File: config.mk
export PLATFORM = sky130hd
export DESIGN_NAME = mii_recon
export DESIGN_NICKNAME = d
export VERILOG_FILES = /design/src/hw/link_sync.v /design/src/hw/edge_find.v /design/src/hw/mii_recon.v
export VERILOG_INCLUDE_DIRS = /design/src /design/src/hw
export SDC_FILE = /design/constraint.sdc
export NUM_CORES = 1
export LEC_CHECK = 0
export ABC_AREA = 1
export CAP_MARGIN = 20
export CELL_PAD_IN_SITES_DETAIL_PLACEMENT = 1
export CELL_PAD_IN_SITES_GLOBAL_PLACEMENT = 1
export CORE_UTILIZATION = 45
export DETAILED_ROUTE_END_ITERATION = 12
export DONT_BUFFER_PORTS = 1
export PLACE_DENSITY = 0.78
export SYNTH_ARGS = -nofsm -noshare
export SYNTH_HDL_FRONTEND = slang
export SYNTH_SLANG_ARGS = --single-unit
File: constraint.sdc
create_clock -name ref_clk_i -period 1.88 [get_ports ref_clk_i]
set_input_delay 0.376 -clock ref_clk_i [delete_from_list [all_inputs] [get_ports ref_clk_i]]
set_output_delay 0.376 -clock ref_clk_i [all_outputs]
set_load 0.02 [all_outputs]
File: src/hw/mii_recon_defs.vh
// Shared constants for the nibble-mapping reconciliation block
//
// Behaviour
// - Each MAC bit rides one TXD line under TX_EN
// - Data complete ends the frame by dropping TX_EN
// - Transmit nibbles follow the PHY transmit clock
// - One TXD/TX_EN update per four bits
// - MAC receive bits come from RXD under RX_DV
// - Every received nibble gives four bit indications
// - Receive nibbles follow the PHY receive clock
// - Carrier status from CRS, indicate each change
// - RX_DV low: carrier tracks CRS edges
// - RX_DV fall after both forces carrier off
// - COL gives signal error, indicate each change
// - RX_ER with RX_DV forces frame check error
// - Replace final nibble with guaranteed bad value
// - TX_ER optional, only to corrupt frames
// - TX_EN spans exactly first to last nibble
// - Undriven TX_ER stays low always
`ifndef MII_RECON_DEFS_VH
`define MII_RECON_DEFS_VH

// Nibble geometry
`define NIB_W          4
`define NIB_ZERO       4'h0
// Bit counter width and the count that means a whole nibble
`define BCNT_W         3
`define BCNT_ZERO      3'h0
`define BCNT_ONE       3'h1
`define BCNT_FULL      3'h4
// Mask applied to the last nibble of a frame received with an error
`define CRC_SPOIL_MASK 4'hF
// Receive-side synchroniser bundle: clock, col, crs, er, dv, data
`define RXS_W          9
`define RXS_CLK        8
`define RXS_COL        7
`define RXS_CRS        6
`define RXS_ER         5
`define RXS_DV         4
`define RXS_D_HI       3
`define RXS_D_LO       0
// Off and on values of single bits
`define BIT_OFF        1'h0
`define BIT_ON         1'h1

`endif

File: src/hw/link_sync.v
// Two flip-flop synchroniser for a bundle of pins
`timescale 1ns/100ps
`default_nettype none

module link_sync #(
    parameter W = 1
) (
    input  wire         ref_clk_i,
    input  wire         reset_i,
    input  wire [W-1:0] async_i,
    output wire [W-1:0] sync_o
);

    // First stage, read only by the second stage
    reg [W-1:0] meta_r;
    // Second stage, safe for logic
    reg [W-1:0] sync_r;

    // Plain two-stage chain; reset clears both stages
    always @(posedge ref_clk_i) begin
        if (reset_i) begin
            meta_r <= {W{1'h0}};
            sync_r <= {W{1'h0}};
        end else begin
            meta_r <= async_i;
            sync_r <= meta_r;
        end
    end

    assign sync_o = sync_r;

endmodule

`default_nettype wire

File: src/hw/edge_find.v
// Rise and fall detector for an already synchronised level
`timescale 1ns/100ps
`default_nettype none

module edge_find (
    input  wire ref_clk_i,
    input  wire reset_i,
    input  wire level_i,
    output wire rise_o,
    output wire fall_o
);

    // Level one cycle ago
    reg prev_r;

    // Track the previous level
    always @(posedge ref_clk_i) begin
        if (reset_i) begin
            prev_r <= 1'h0;
        end else begin
            prev_r <= level_i;
        end
    end

    // One-cycle pulses on each change
    assign rise_o = level_i & ~prev_r;
    assign fall_o = ~level_i & prev_r;

endmodule

`default_nettype wire

File: src/hw/mii_recon.v
// Reconciliation logic between a bit-serial MAC and a nibble-wide PHY link
`timescale 1ns/100ps
`default_nettype none
`include "mii_recon_defs.vh"

module mii_recon (
    input  wire                ref_clk_i,
    input  wire                reset_i,
    // MAC transmit bit requests
    input  wire                tx_bit_valid_i,
    input  wire                tx_bit_i,
    output wire                tx_bit_ready_o,
    input  wire                tx_done_i,
    input  wire                tx_corrupt_i,
    // MAC receive bit indications and status
    output wire                rx_bit_valid_o,
    output wire                rx_bit_o,
    output wire                carrier_on_o,
    output wire                carrier_ind_o,
    output wire                sig_err_o,
    output wire                sig_ind_o,
    // PHY transmit side
    input  wire                mii_tx_clk_i,
    output wire [`NIB_W-1:0]   mii_txd_o,
    output wire                mii_tx_en_o,
    output wire                mii_tx_er_o,
    // PHY receive side
    input  wire                mii_rx_clk_i,
    input  wire [`NIB_W-1:0]   mii_rxd_i,
    input  wire                mii_rx_dv_i,
    input  wire                mii_rx_er_i,
    input  wire                mii_crs_i,
    input  wire                mii_col_i
);

    // ------------------------------------------------------------
    // Pin synchronisation
    // ------------------------------------------------------------

    // Synchronised transmit clock
    wire                tx_clk_s;
    // Synchronised receive bundle
    wire [`RXS_W-1:0]   rx_s;
    // Unpacked receive bundle
    wire                rx_clk_s;
    wire                col_s;
    wire                crs_s;
    wire                rx_er_s;
    wire                rx_dv_s;
    wire [`NIB_W-1:0]   rxd_s;
    // Edge pulses
    wire                tx_rise;
    wire                rx_fall;
    wire                crs_rise;
    wire                crs_fall;
    wire                col_rise;
    wire                col_fall;
    wire                dv_fall;

    // Transmit clock passes its own two-stage chain
    link_sync #(
        .W (1)
    ) u_tx_sync (
        .ref_clk_i (ref_clk_i),
        .reset_i   (reset_i),
        .async_i   (mii_tx_clk_i),
        .sync_o    (tx_clk_s)
    );

    // Receive clock travels with its data so both see the same delay
    link_sync #(
        .W (`RXS_W)
    ) u_rx_sync (
        .ref_clk_i (ref_clk_i),
        .reset_i   (reset_i),
        .async_i   ({mii_rx_clk_i, mii_col_i, mii_crs_i,
                     mii_rx_er_i, mii_rx_dv_i, mii_rxd_i}),
        .sync_o    (rx_s)
    );

    assign rx_clk_s = rx_s[`RXS_CLK];
    assign col_s    = rx_s[`RXS_COL];
    assign crs_s    = rx_s[`RXS_CRS];
    assign rx_er_s  = rx_s[`RXS_ER];
    assign rx_dv_s  = rx_s[`RXS_DV];
    assign rxd_s    = rx_s[`RXS_D_HI:`RXS_D_LO];

    edge_find u_tx_edge (
        .ref_clk_i (ref_clk_i),
        .reset_i   (reset_i),
        .level_i   (tx_clk_s),
        .rise_o    (tx_rise),
        .fall_o    ()
    );

    edge_find u_rx_edge (
        .ref_clk_i (ref_clk_i),
        .reset_i   (reset_i),
        .level_i   (rx_clk_s),
        .rise_o    (),
        .fall_o    (rx_fall)
    );

    // Carrier sense edges
    edge_find u_crs_edge (
        .ref_clk_i (ref_clk_i),
        .reset_i   (reset_i),
        .level_i   (crs_s),
        .rise_o    (crs_rise),
        .fall_o    (crs_fall)
    );

    // Collision edges
    edge_find u_col_edge (
        .ref_clk_i (ref_clk_i),
        .reset_i   (reset_i),
        .level_i   (col_s),
        .rise_o    (col_rise),
        .fall_o    (col_fall)
    );

    // Data valid fall, used for carrier only
    edge_find u_dv_edge (
        .ref_clk_i (ref_clk_i),
        .reset_i   (reset_i),
        .level_i   (rx_dv_s),
        .rise_o    (),
        .fall_o    (dv_fall)
    );

    // ------------------------------------------------------------
    // Transmit path
    // ------------------------------------------------------------

    // Bits gathered for the next nibble
    reg [`NIB_W-1:0]   tx_acc_r;
    // Number of gathered bits
    reg [`BCNT_W-1:0]  tx_cnt_r;
    // Frame end requested, waiting for a clock edge
    reg                tx_done_r;
    // Link output registers
    reg [`NIB_W-1:0]   txd_r;
    reg                tx_en_r;
    reg                tx_er_r;
    // Nibble complete
    wire               tx_full;
    // Bit taken this cycle
    wire               tx_take;

    assign tx_full = (tx_cnt_r == `BCNT_FULL);
    // Refuse bits once a nibble waits or the frame is closing
    assign tx_bit_ready_o = ~tx_full & ~tx_done_r;
    assign tx_take = tx_bit_valid_i & tx_bit_ready_o;

    // Gather bits, present nibbles on transmit clock rises.
    // Outputs change about three cycles after the PHY's sampling
    // edge, well inside the half period, so the PHY sees stable data.
    always @(posedge ref_clk_i) begin
        if (reset_i) begin
            tx_acc_r  <= `NIB_ZERO;
            tx_cnt_r  <= `BCNT_ZERO;
            tx_done_r <= `BIT_OFF;
            txd_r     <= `NIB_ZERO;
            tx_en_r   <= `BIT_OFF;
            tx_er_r   <= `BIT_OFF;
        end else begin
            if (tx_rise && tx_full) begin
                txd_r    <= tx_acc_r;
                tx_en_r  <= `BIT_ON;
                tx_er_r  <= tx_corrupt_i;
                tx_cnt_r <= `BCNT_ZERO;
                tx_acc_r <= `NIB_ZERO;
            end else if (tx_rise) begin
                // Enable drops right after last nibble
                txd_r    <= `NIB_ZERO;
                tx_en_r  <= `BIT_OFF;
                tx_er_r  <= `BIT_OFF;
                if (tx_done_r) begin
                    // Partial nibble is dropped with the frame
                    tx_cnt_r  <= `BCNT_ZERO;
                    tx_acc_r  <= `NIB_ZERO;
                    tx_done_r <= `BIT_OFF;
                end else if (tx_take) begin
                    tx_acc_r[tx_cnt_r[1:0]] <= tx_bit_i;
                    tx_cnt_r <= tx_cnt_r + `BCNT_ONE;
                end
            end else if (tx_take) begin
                tx_acc_r[tx_cnt_r[1:0]] <= tx_bit_i;
                tx_cnt_r <= tx_cnt_r + `BCNT_ONE;
            end
            // End request wins over its own clear
            if (tx_done_i) begin
                tx_done_r <= `BIT_ON;
            end
        end
    end

    assign mii_txd_o   = txd_r;
    assign mii_tx_en_o = tx_en_r;
    assign mii_tx_er_o = tx_er_r;

    // ------------------------------------------------------------
    // Receive path
    // ------------------------------------------------------------

    // Last nibble held back so it can be spoiled at frame end
    reg [`NIB_W-1:0]   rx_hold_r;
    reg                rx_hold_v_r;
    // Error seen in the current frame
    reg                rx_err_r;
    // Nibble being shifted out to the MAC
    reg [`NIB_W-1:0]   rx_out_r;
    // Bits still to shift
    reg [`BCNT_W-1:0]  rx_left_r;
    // MAC bit outputs
    reg                rx_bit_r;
    reg                rx_bit_v_r;

    // Sample in mid period on the falling edge; the PHY changes data
    // on the rise, and the clock shares the data's sync delay.
    // Holding one nibble back costs one nibble of latency but lets
    // the final nibble be replaced without knowing the frame length.
    always @(posedge ref_clk_i) begin
        if (reset_i) begin
            rx_hold_r   <= `NIB_ZERO;
            rx_hold_v_r <= `BIT_OFF;
            rx_err_r    <= `BIT_OFF;
            rx_out_r    <= `NIB_ZERO;
            rx_left_r   <= `BCNT_ZERO;
            rx_bit_r    <= `BIT_OFF;
            rx_bit_v_r  <= `BIT_OFF;
        end else if (rx_fall && rx_dv_s) begin
            rx_hold_r   <= rxd_s;
            rx_hold_v_r <= `BIT_ON;
            if (rx_er_s) begin
                rx_err_r <= `BIT_ON;
            end
            // Release the previously held nibble
            if (rx_hold_v_r) begin
                rx_out_r  <= rx_hold_r;
                rx_left_r <= `BCNT_FULL;
            end
            rx_bit_v_r <= `BIT_OFF;
        end else if (rx_fall && rx_hold_v_r) begin
            if (rx_err_r) begin
                rx_out_r <= rx_hold_r ^ `CRC_SPOIL_MASK;
            end else begin
                rx_out_r <= rx_hold_r;
            end
            rx_left_r   <= `BCNT_FULL;
            rx_hold_v_r <= `BIT_OFF;
            rx_err_r    <= `BIT_OFF;
            rx_bit_v_r  <= `BIT_OFF;
        end else if (rx_left_r != `BCNT_ZERO) begin
            rx_bit_r   <= rx_out_r[0];
            rx_bit_v_r <= `BIT_ON;
            rx_out_r   <= {`BIT_OFF, rx_out_r[`NIB_W-1:1]};
            rx_left_r  <= rx_left_r - `BCNT_ONE;
        end else begin
            rx_bit_v_r <= `BIT_OFF;
        end
    end

    assign rx_bit_o       = rx_bit_r;
    assign rx_bit_valid_o = rx_bit_v_r;

    // ------------------------------------------------------------
    // Carrier and collision status
    // ------------------------------------------------------------

    // Carrier status toward the MAC
    reg  carrier_r;
    reg  carrier_nxt;
    // Change pulse
    reg  carrier_ind_r;
    // Carrier and valid have been high together
    reg  both_seen_r;
    // Collision status and change pulse
    reg  sig_err_r;
    reg  sig_ind_r;

    // Next carrier value; the forced drop outranks CRS edges
    always @* begin
        carrier_nxt = carrier_r;
        if (dv_fall && both_seen_r) begin
            carrier_nxt = `BIT_OFF;
        end else if (crs_rise) begin
            carrier_nxt = `BIT_ON;
        end else if (crs_fall) begin
            carrier_nxt = `BIT_OFF;
        end
    end

    // Status registers and one-cycle change pulses
    always @(posedge ref_clk_i) begin
        if (reset_i) begin
            carrier_r     <= `BIT_OFF;
            carrier_ind_r <= `BIT_OFF;
            both_seen_r   <= `BIT_OFF;
            sig_err_r     <= `BIT_OFF;
            sig_ind_r     <= `BIT_OFF;
        end else begin
            carrier_r     <= carrier_nxt;
            carrier_ind_r <= (carrier_nxt != carrier_r);
            // Armed once both are high, disarmed by the valid fall
            if (dv_fall) begin
                both_seen_r <= `BIT_OFF;
            end else if (crs_s && rx_dv_s) begin
                both_seen_r <= `BIT_ON;
            end
            sig_err_r <= col_s;
            sig_ind_r <= col_rise | col_fall;
        end
    end

    assign carrier_on_o  = carrier_r;
    assign carrier_ind_o = carrier_ind_r;
    assign sig_err_o     = sig_err_r;
    assign sig_ind_o     = sig_ind_r;

endmodule

`default_nettype wire

Word level (Yosys, flattened, before mapping)

Index checks and enable logic that the tools add are counted.
W data, S select, Z words.

Word-level logic and storage cells: 108
Output and inout bits: 13
Input port bits: 16
Flip-flop bits (word level): 58

Mux-type cells: 33
Add/subtract/negate cells: 2
Magnitude comparators: 2
Equal/unequal tests: 5
Reduce and logical (&&, ||, !) cells: 18
Bitwise logic cells: 22

Operator list:

| operator              | count |
|---|---|
| $mux W4               | 10 |
| $mux W3               | 7 |
| $mux W1               | 14 |
| $not A1 Y1            | 11 |
| $and A1 B1 Y1         | 9 |
| $logic_and A1 B1 Y1   | 6 |
| $reduce_and A2 Y1     | 3 |
| $reduce_bool A2 Y1    | 3 |
| $reduce_bool A3 Y1    | 2 |
| $bwmux W4             | 1 |
| $ne A2 B2 Y1 const B  | 2 |
| $not A4 Y4            | 1 |
| $reduce_or A2 Y1      | 2 |
| $add A3 B1 Y3 const B | 1 |
| $eq A3 B3 Y1 const B  | 1 |
| $lt A2 B3 Y1 const B  | 1 |
| $reduce_and A3 Y1     | 1 |
| $reduce_or A3 Y1      | 1 |
| $sub A3 B1 Y3 const B | 1 |
| $demux W1 S2          | 1 |
| $ge A2 B1 Y1 const B  | 1 |
| $ne A2 B1 Y1 const B  | 1 |
| $ne A1 B1 Y1          | 1 |
| $or A1 B1 Y1          | 1 |

Depth between registers and ports, before layout

Gate-level depths: netlist of the first run.

Depth after elaboration: 8
Depth in mapped cells: 10
Gate-level depth less buffers: 9

Hierarchy

From an unflattened synthesis of the first run, not the netlist that was laid out.

Cells, all modules: 308
Area, all modules: 2279.7 sq um

By module, submodules not included:

| module                | times used | cells each | area an instance (sq um) | sequential area each (sq um) |
|---|---|---|---|---|
| mii_recon             | 1          | 216        | 1508.9                   | 680.7 |
| link_sync (u_rx_sync) | 1          | 56         | 521.8                    | 360.3 |
| edge_find             | 5          | 6          | 38.8                     | 20.0 |
| link_sync (u_tx_sync) | 1          | 6          | 55.1                     | 40.0 |

Worst setup path before layout of the first run

OpenSTA, ideal clock, no wires.

Path kind: register -> register
Start: reg tx_cnt_r[0]
End: reg tx_acc_r[3]
Arrival time: 1266 ps
Stages on the path, launching flop included: 8
Period minus slack after synthesis: 1336 ps
Path slack: 544 ps
Data required time: 1810 ps
Path buffers: 0
Library setup time: 70 ps
Cells stage by stage: dfxtp_1 > inv_1 > ha_1 > nand2_2 > nand2_1 > a21oi_1 > o21ai_0 > a21oi_1

Word-level cells in the longest chain between the ends: 8
Elaborated cells between the ends (all ways): 15
Those cells by class: order compare: 2; eq/ne: 1; mux: 6; bitwise: 3; reduce/logical: 3

RTL lines:

| what                                                                      | line                             | RTL |
|---|---|---|
| from (decl)                                                               | mii_recon.v:138                  | `` reg [`BCNT_W-1:0] tx_cnt_r; `` |
| from (signal assigned)                                                    | mii_recon.v:161                  | `` tx_cnt_r <= `BCNT_ZERO; `` |
| from (signal assigned)                                                    | mii_recon.v:171                  | `` tx_cnt_r <= `BCNT_ZERO; `` |
| from (signal assigned)                                                    | mii_recon.v:180                  | `` tx_cnt_r <= `BCNT_ZERO; `` |
| $lt A2 B3 Y1 (implied by the code) / $ge A2 B1 Y1 (equally long branches) | mii_recon.v:184, mii_recon.v:188 |  |
| $logic_and A1 B1 Y1 (implied by the code)                                 | mii_recon.v:184, mii_recon.v:188 |  |
| $mux W1 (implied by the code)                                             | mii_recon.v:184, mii_recon.v:188 |  |
| $demux W1 S2                                                              | mii_recon.v:184, mii_recon.v:188 |  |
| $bwmux W4                                                                 | mii_recon.v:184, mii_recon.v:188 |  |
| $mux W4                                                                   | mii_recon.v:183, mii_recon.v:187 |  |
| $mux W4                                                                   | mii_recon.v:178                  | `if (tx_done_r) begin` |
| $mux W4                                                                   | mii_recon.v:173                  | `end else if (tx_rise) begin` |
| to (signal assigned)                                                      | mii_recon.v:172                  | `` tx_acc_r <= `NIB_ZERO; `` |
| to (signal, indexed assignment)                                           | mii_recon.v:184                  | `tx_acc_r[tx_cnt_r[1:0]] <= tx_bit_i;` |
| to (signal, indexed assignment)                                           | mii_recon.v:188                  | `tx_acc_r[tx_cnt_r[1:0]] <= tx_bit_i;` |
| to (decl)                                                                 | mii_recon.v:136                  | `` reg [`NIB_W-1:0] tx_acc_r; `` |

Parallel ways exist; a longest one is shown, timed or not.
A chain may end at the register's enable or synchronous reset.

Worst setup path after layout of the first run

Start: reg tx_cnt_r[0]
End: out tx_bit_ready_o

Word-level cells in the longest chain between the ends: 3

RTL lines:

| what                          | line            | RTL |
|---|---|---|
| $eq A3 B3 Y1 (no source line) | n/a             |  |
| $not A1 Y1                    | mii_recon.v:152 | `assign tx_bit_ready_o = ~tx_full & ~tx_done_r;` |
| $and A1 B1 Y1                 | mii_recon.v:152 |  |
| to (decl)                     | mii_recon.v:12  | `output wire tx_bit_ready_o,` |

Every way passes these cells.

==> results of run 1 <==
-- sequential cells by signal (all words and copies together) (netlist names), 3 cells and up --
name and flops:
tx_cnt_r 3, rx_left_r 3, rx_hold_r 4, u_rx_sync.meta_r 9
rx_out_r 4, u_rx_sync.sync_o 9, mii_txd_o 4, tx_acc_r 4
-- worst paths after layout --
path         slack [ns]  cells after the start                      startpoint                             end
min                 0.1                      1                         reset_i     u_tx_sync.meta_r$_SDFF_PP0_
max reg2reg        0.16                      7          tx_cnt_r[0]$_SDFF_PP0_          tx_cnt_r[0]$_SDFF_PP0_
min reg2reg        0.40                      2  u_rx_sync.meta_r[8]$_SDFF_PP0_  u_rx_sync.sync_o[8]$_SDFF_PP0_
max                0.08                      5          tx_cnt_r[0]$_SDFF_PP0_                  tx_bit_ready_o
-- area by class of cell --
type                            count  area (µm²)  share of cell area, %
Clock buffer                        9         124                   4.97
Inverter                           53         204                   8.19
Clock inverter                      7        93.8                   3.77
Multi-Input combinational cell    163         825                   33.1
Tap cell                           67        83.8                   3.37
Sequential cell                    58        1160                   46.6
-- power by group through the flow --
stage | sequential [µW] | combinational (µW) | clock, µW
after global routing | 1450 | 556 | 1350
after global placement | 1460 | 458 | 0
after CTS | 1440 | 479 | 1280
final | 1440 | 467 | 1240
after floorplan | 1450 | 440 | 0
after detailed placement | 1470 | 476 | 0
-- per-stage QoR --
| step | cells | util, % |
|---|---|---|
| 6_report | 357 | 52.4 |
| 5_1_grt | 357 | 52.4 |
| 4_1_cts | 357 | 52.4 |
| 3_5_place_dp | 341 | 47.8 |
| 3_3_place_gp | 341 | 47.8 |
| 2_1_floorplan | 282 | - |
-- cells in the mapped netlist --
| library cell | instances | area share (%) |
|---|---|---|
| xor2_1 | 4 | 1.6 |
| nand2_2 | 4 | 1.1 |
| clkbuf_1 | 6 | 1.0 |
| a21oi_1 | 18 | 4.0 |
| a211oi_1 | 1 | 0.34 |
| inv_1 | 50 | 8.4 |
| dfxtp_1 | 58 | 52 |
| buf_2 | 1 | 0.22 |
| ha_1 | 6 | 3.4 |
| xnor2_1 | 2 | 0.79 |
| nor2_2 | 1 | 0.28 |
| buf_6 | 1 | 0.51 |
| nand3b_1 | 1 | 0.34 |
| o21ai_0 | 13 | 2.9 |
| nand3_4 | 1 | 0.79 |
| nand2_1 | 32 | 5.4 |
| o211ai_1 | 1 | 0.34 |
| nand3_2 | 2 | 0.90 |
| nand3_1 | 15 | 3.4 |
| nand2_4 | 1 | 0.51 |
| a21oi_2 | 2 | 0.79 |
| nor3_1 | 4 | 0.90 |
| clkinv_4 | 1 | 0.39 |
| nor2_1 | 55 | 9.3 |
| inv_2 | 2 | 0.34 |
-- cells by family (layout without fill, tap and decap cells) --
logic type / Yosys count / after routing / synth area share (%)
xor gates and xnor gates: 6 / 6 / 2.36
and+or+nand+nor: 116 / 116 / 22.9
AOI/OAI and AO/OA: 35 / 35 / 8.42
adders and majority gates: 6 / 6 / 3.37
buffers and inverters: 61 / 69 / 10.9
DFF: 58 / 58 / 52.1
-- layer usage --
layer / routed length, µm / up-vias / GRT usage (%) / part of all wire, %
li1: - / 862 / - / -
met1: 1870 / 749 / 19.7 / 47
met2: 1880 / 26 / 29.5 / 47
met3: 177 / 10 / 7.92 / 4.4
met4: 86 / 0 / 9.15 / 2.1
met5: 0 / - / 0 / 0
==> results_dict.tcl, run 1 <==
set metrics [dict create \
    portBuffers 0 \
    layout_min_cycle_time_ns 1.80 \
    ys_ff_latch 58 \
    start_kind "register" \
    ios 29 \
    worstPathRequired_ns 1.50 \
    drive_above_1_share_pct 10.3 \
    max_cap_violations 0 \
    path_clk_slew_ns 0.06 \
    cts-resized-gates 0 \
    cts.sink_count 58 \
    fin_ws_ns 0.0794 \
    fillers 595 \
    syn-cell-area_mm2 0.00223 \
    mostFrequentLayoutCell "dfxtp_1" \
    critPathBufInv 2 \
    leakage_uw 0.00110 \
    power_uw 3150 \
    dpl.hpwl_um 2750 \
    final.setup_skew_ns 0.00544 \
    final_cell_mix "dfxtp_1 (58), nor2_1 (55), inv_1 (50), nand2_1 (32), a21oi_1 (18)" \
    via_per_inst 4.61 \
    synth.net_count 304 \
    std_cell_rows 25 \
    dieWidth_um 72.4 \
    ys_warn_count 0 \
    hold_buffers 0 \
    avgSynthCellArea_um2 7.90 \
    start_util_pct 46.9 \
    path_delay_family "flip-flops" \
    cts_max_level 3 \
    die_y_um 72.4 \
    grt_antenna_before_repair 0 \
    path_cells "inv_1 > ha_1 > nand2_2 > nand2_1 > inv_1" \
    finalHoldViolations 0 \
    worstPathArrival_ns 1.42 \
    max_stage_delay_ns 0.37 \
    place_ws_ns 0.185 \
    peakVddDrop_mv 0.498 \
    gp_congestion 0.785 \
    critical_path.endpoint_type "output port" \
    finalSetupViolations 0 \
    grt_pass1_wl_um 6890 \
    place_area_mm2 0.00227 \
    drt-initial-drc-count 59 \
    power_density_mw_per_mm2 1260 \
    cts_setup_buffers 0 \
    relSlewSlack_pct 67.3 \
    setup_tns_ns 0 \
    power_frac_clock_pct 39.4 \
    stdcell_area_mm2 0.00249 \
    cp_common_cell "inv_1" \
    p_seq_share_pct 45.7 \
    p_sw_uw 878 \
    cts-buffers-inserted 9 \
    status "completed" \
    coreArea_mm2 0.00475 \
    cts_root_buffer "clkbuf_8" \
    drtAntennaViolNets 0 \
    routed_wl_um 4010 \
    route.detailed.drc 0 \
    min_path_type "input port to register" \
    cts_tree "done" \
    path_class "register to output port" \
    cts_max_path_buffers 2 \
    post_drt_wl_per_cell_um 11.2 \
    num_vias 1647 \
    timing.hold.ws_ns 0.0979 \
    ys_seq_area_share_pct 52.1 \
    grtUsageTotal_pct 18.0 \
    drt_pass1_iterations 4 \
    nets 307 \
    max_freq_mhz 555 \
    fin_crit_sh_pct 95.8 \
    worst_pin_slew_ns 0.491 \
    overflow 0 \
    grt_pass1_vias 1630 \
    clock_latency_ns 0.34 \
    path_max_fanout 4 \
    crit_path_top_delay_cell "dfxtp_1" \
    power_frac_comb_pct 14.8 \
    cellInternalPower_uw 2270 \
    synth_cells 282 \
    synth_cell_types 25 \
    grt_max_degree 45 \
    n_antenna_cell 0 \
    syn2layout_area_growth_pct 11.8 \
    dieArea_mm2 0.00524 \
    swShare_pct 27.9 \
    rsz0062_at_grt "true" \
    slew_violations 0 \
]
Power figures use the tool's default switching activity.
==> run 2: changes to the inputs <==
- CORE_UTILIZATION: 45 -> 40
- PLACE_DENSITY: 0.78 -> 0.71
==> run 2 against run 1 <==
Cell count grew 0.84%. Cell area grew 1.5%. Combinational power grew 1%. Clock power grew 16%.
==> results_dict.tcl, run 2 (synthesis gave the netlist of run 1 again) <==
set metrics [dict create \
    power_density_mw_per_mm2 1330 \
    max_stage_delay_ns 0.36 \
    worst_pin_slew_ns 0.475 \
    nets 307 \
    drive_above_1_share_pct 10.3 \
    p_seq_share_pct 42.9 \
    drt-initial-drc-count 62 \
    finalSetupViolations 0 \
    rsz0062_at_grt "false" \
    layout_min_cycle_time_ns 1.73 \
    cellInternalPower_uw 2480 \
    cts_tree "done" \
    finalHoldViolations 0 \
    overflow 0 \
    final.setup_skew_ns 0.00790 \
    path_clk_slew_ns 0.07 \
    ios 29 \
    std_cell_rows 26 \
    dieWidth_um 76.6 \
    post_drt_wl_per_cell_um 11.0 \
    grt_pass1_wl_um 6860 \
    via_per_inst 4.62 \
    coreArea_mm2 0.00524 \
    num_vias 1663 \
    relSlewSlack_pct 68.3 \
    cp_common_cell "inv_1" \
    setup_tns_ns 0 \
    grt_antenna_before_repair 0 \
    drtAntennaViolNets 0 \
    leakage_uw 0.00113 \
    gp_congestion 0.730 \
    route.detailed.drc 0 \
    dpl.cell_count 344 \
    power_uw 3360 \
    path_class "register to output port" \
    min_path_type "input port to register" \
    routed_wl_um 3950 \
    grtUsageTotal_pct 15.1 \
    cts.sink_count 58 \
    status "completed" \
    grt_max_degree 45 \
    start_kind "register" \
    power_frac_comb_pct 14.1 \
    fin_ws_ns 0.148 \
    place_area_mm2 0.00228 \
    path_max_fanout 4 \
    crit_path_top_delay_cell "dfxtp_1" \
    dpl.hpwl_um 2670 \
    cts-resized-gates 0 \
    peakVddDrop_mv 0.621 \
    hold_buffers 0 \
    max_cap_violations 0 \
    stdcell_area_mm2 0.00253 \
    critical_path.endpoint_type "output port" \
    dieArea_mm2 0.00587 \
    n_antenna_cell 0 \
    drt_pass1_iterations 4 \
    final_cell_mix "dfxtp_1 (58), nor2_1 (55), inv_1 (50), nand2_1 (32), a21oi_1 (18)" \
    worstPathRequired_ns 1.50 \
    die_y_um 76.6 \
    max_freq_mhz 577 \
    clock_latency_ns 0.34 \
    swShare_pct 26.2 \
    final_cells 360 \
    cts_root_buffer "clkbuf_8" \
    portBuffers 0 \
    path_cells "inv_1 > ha_1 > nand2_2 > nand2_1 > inv_1" \
    syn2layout_area_growth_pct 13.5 \
    fin_crit_sh_pct 92.1 \
    slew_violations 0 \
    cts_max_level 3 \
    cts_max_path_buffers 2 \
    worstPathArrival_ns 1.36 \
    p_sw_uw 879 \
    start_util_pct 42.5 \
    mostFrequentLayoutCell "dfxtp_1" \
    power_frac_clock_pct 43.0 \
    cts-buffers-inserted 9 \
    place_ws_ns 0.241 \
    cts_setup_buffers 0 \
    grt_pass1_vias 1611 \
]
-- run 2: changes by cell type in the layout (fill, tap and decap cells not counted) --
cell | previous run | this run
clkinvlp_4 | 2 | 0
clkbuf_8 | 9 | 11
clkinv_4 | 2 | 1
bufinv_16 | 2 | 3
-- run 2: layout make-up --
class	instances	area, µm²
fill	678	2710
multi-input combinational	163	825
sequential	58	1160
clock buffer	11	151
clock inverter	5	100
tap	70	87.6
inverter	53	204
-- run 2: layer usage --
layer  up-vias  track usage [%]  share of wire (%)
met4         0             11.0                2.7
li1        862                -                  -
met3        10             4.55                3.3
met5         -                0                  0
met2        27             24.0                 44
met1       764             17.2                 50
-- run 2: worst paths after layout --
| path | startpoint | cells after the start | end | slack [ns] |
|---|---|---|---|---|
| max | tx_cnt_r[0]$_SDFF_PP0_ | 5 | tx_bit_ready_o | 0.15 |
| min | reset_i | 1 | rx_out_r[3]$_SDFFE_PP0P_ | 0.10 |
| max reg2reg | tx_cnt_r[0]$_SDFF_PP0_ | 7 | tx_acc_r[3]$_SDFF_PP0_ | 0.26 |
| min reg2reg | u_rx_sync.meta_r[8]$_SDFF_PP0_ | 2 | u_rx_sync.sync_o[8]$_SDFF_PP0_ | 0.41 |
-- run 2: per-stage QoR --
stage	hold slack, ns	util (%)
final	0.101	48.3
after global routing	0.0778	48.3
after CTS	0.0808	48.3
after detailed placement	0.398	43.5
after global placement	0.389	43.5
after floorplan	0.388	-
-- run 2: power by group through the flow --
| stage | Combinational [µW] | Clock [µW] | Sequential (µW) |
|---|---|---|---|
| global route | 558 | 1530 | 1450 |
| CTS | 489 | 1470 | 1440 |
| detailed placement | 484 | 0 | 1470 |
| floorplan | 440 | 0 | 1450 |
| finish | 474 | 1440 | 1440 |
| global placement | 460 | 0 | 1460 |
-- run 2: critical path, delay by kind of cell (launching register included) --
kind	cells	cell delay (ns)
adders and majority gates	1	0.23
buffers and inverters	2	0.26
DFF	1	0.36
and+or+nand+nor	2	0.18
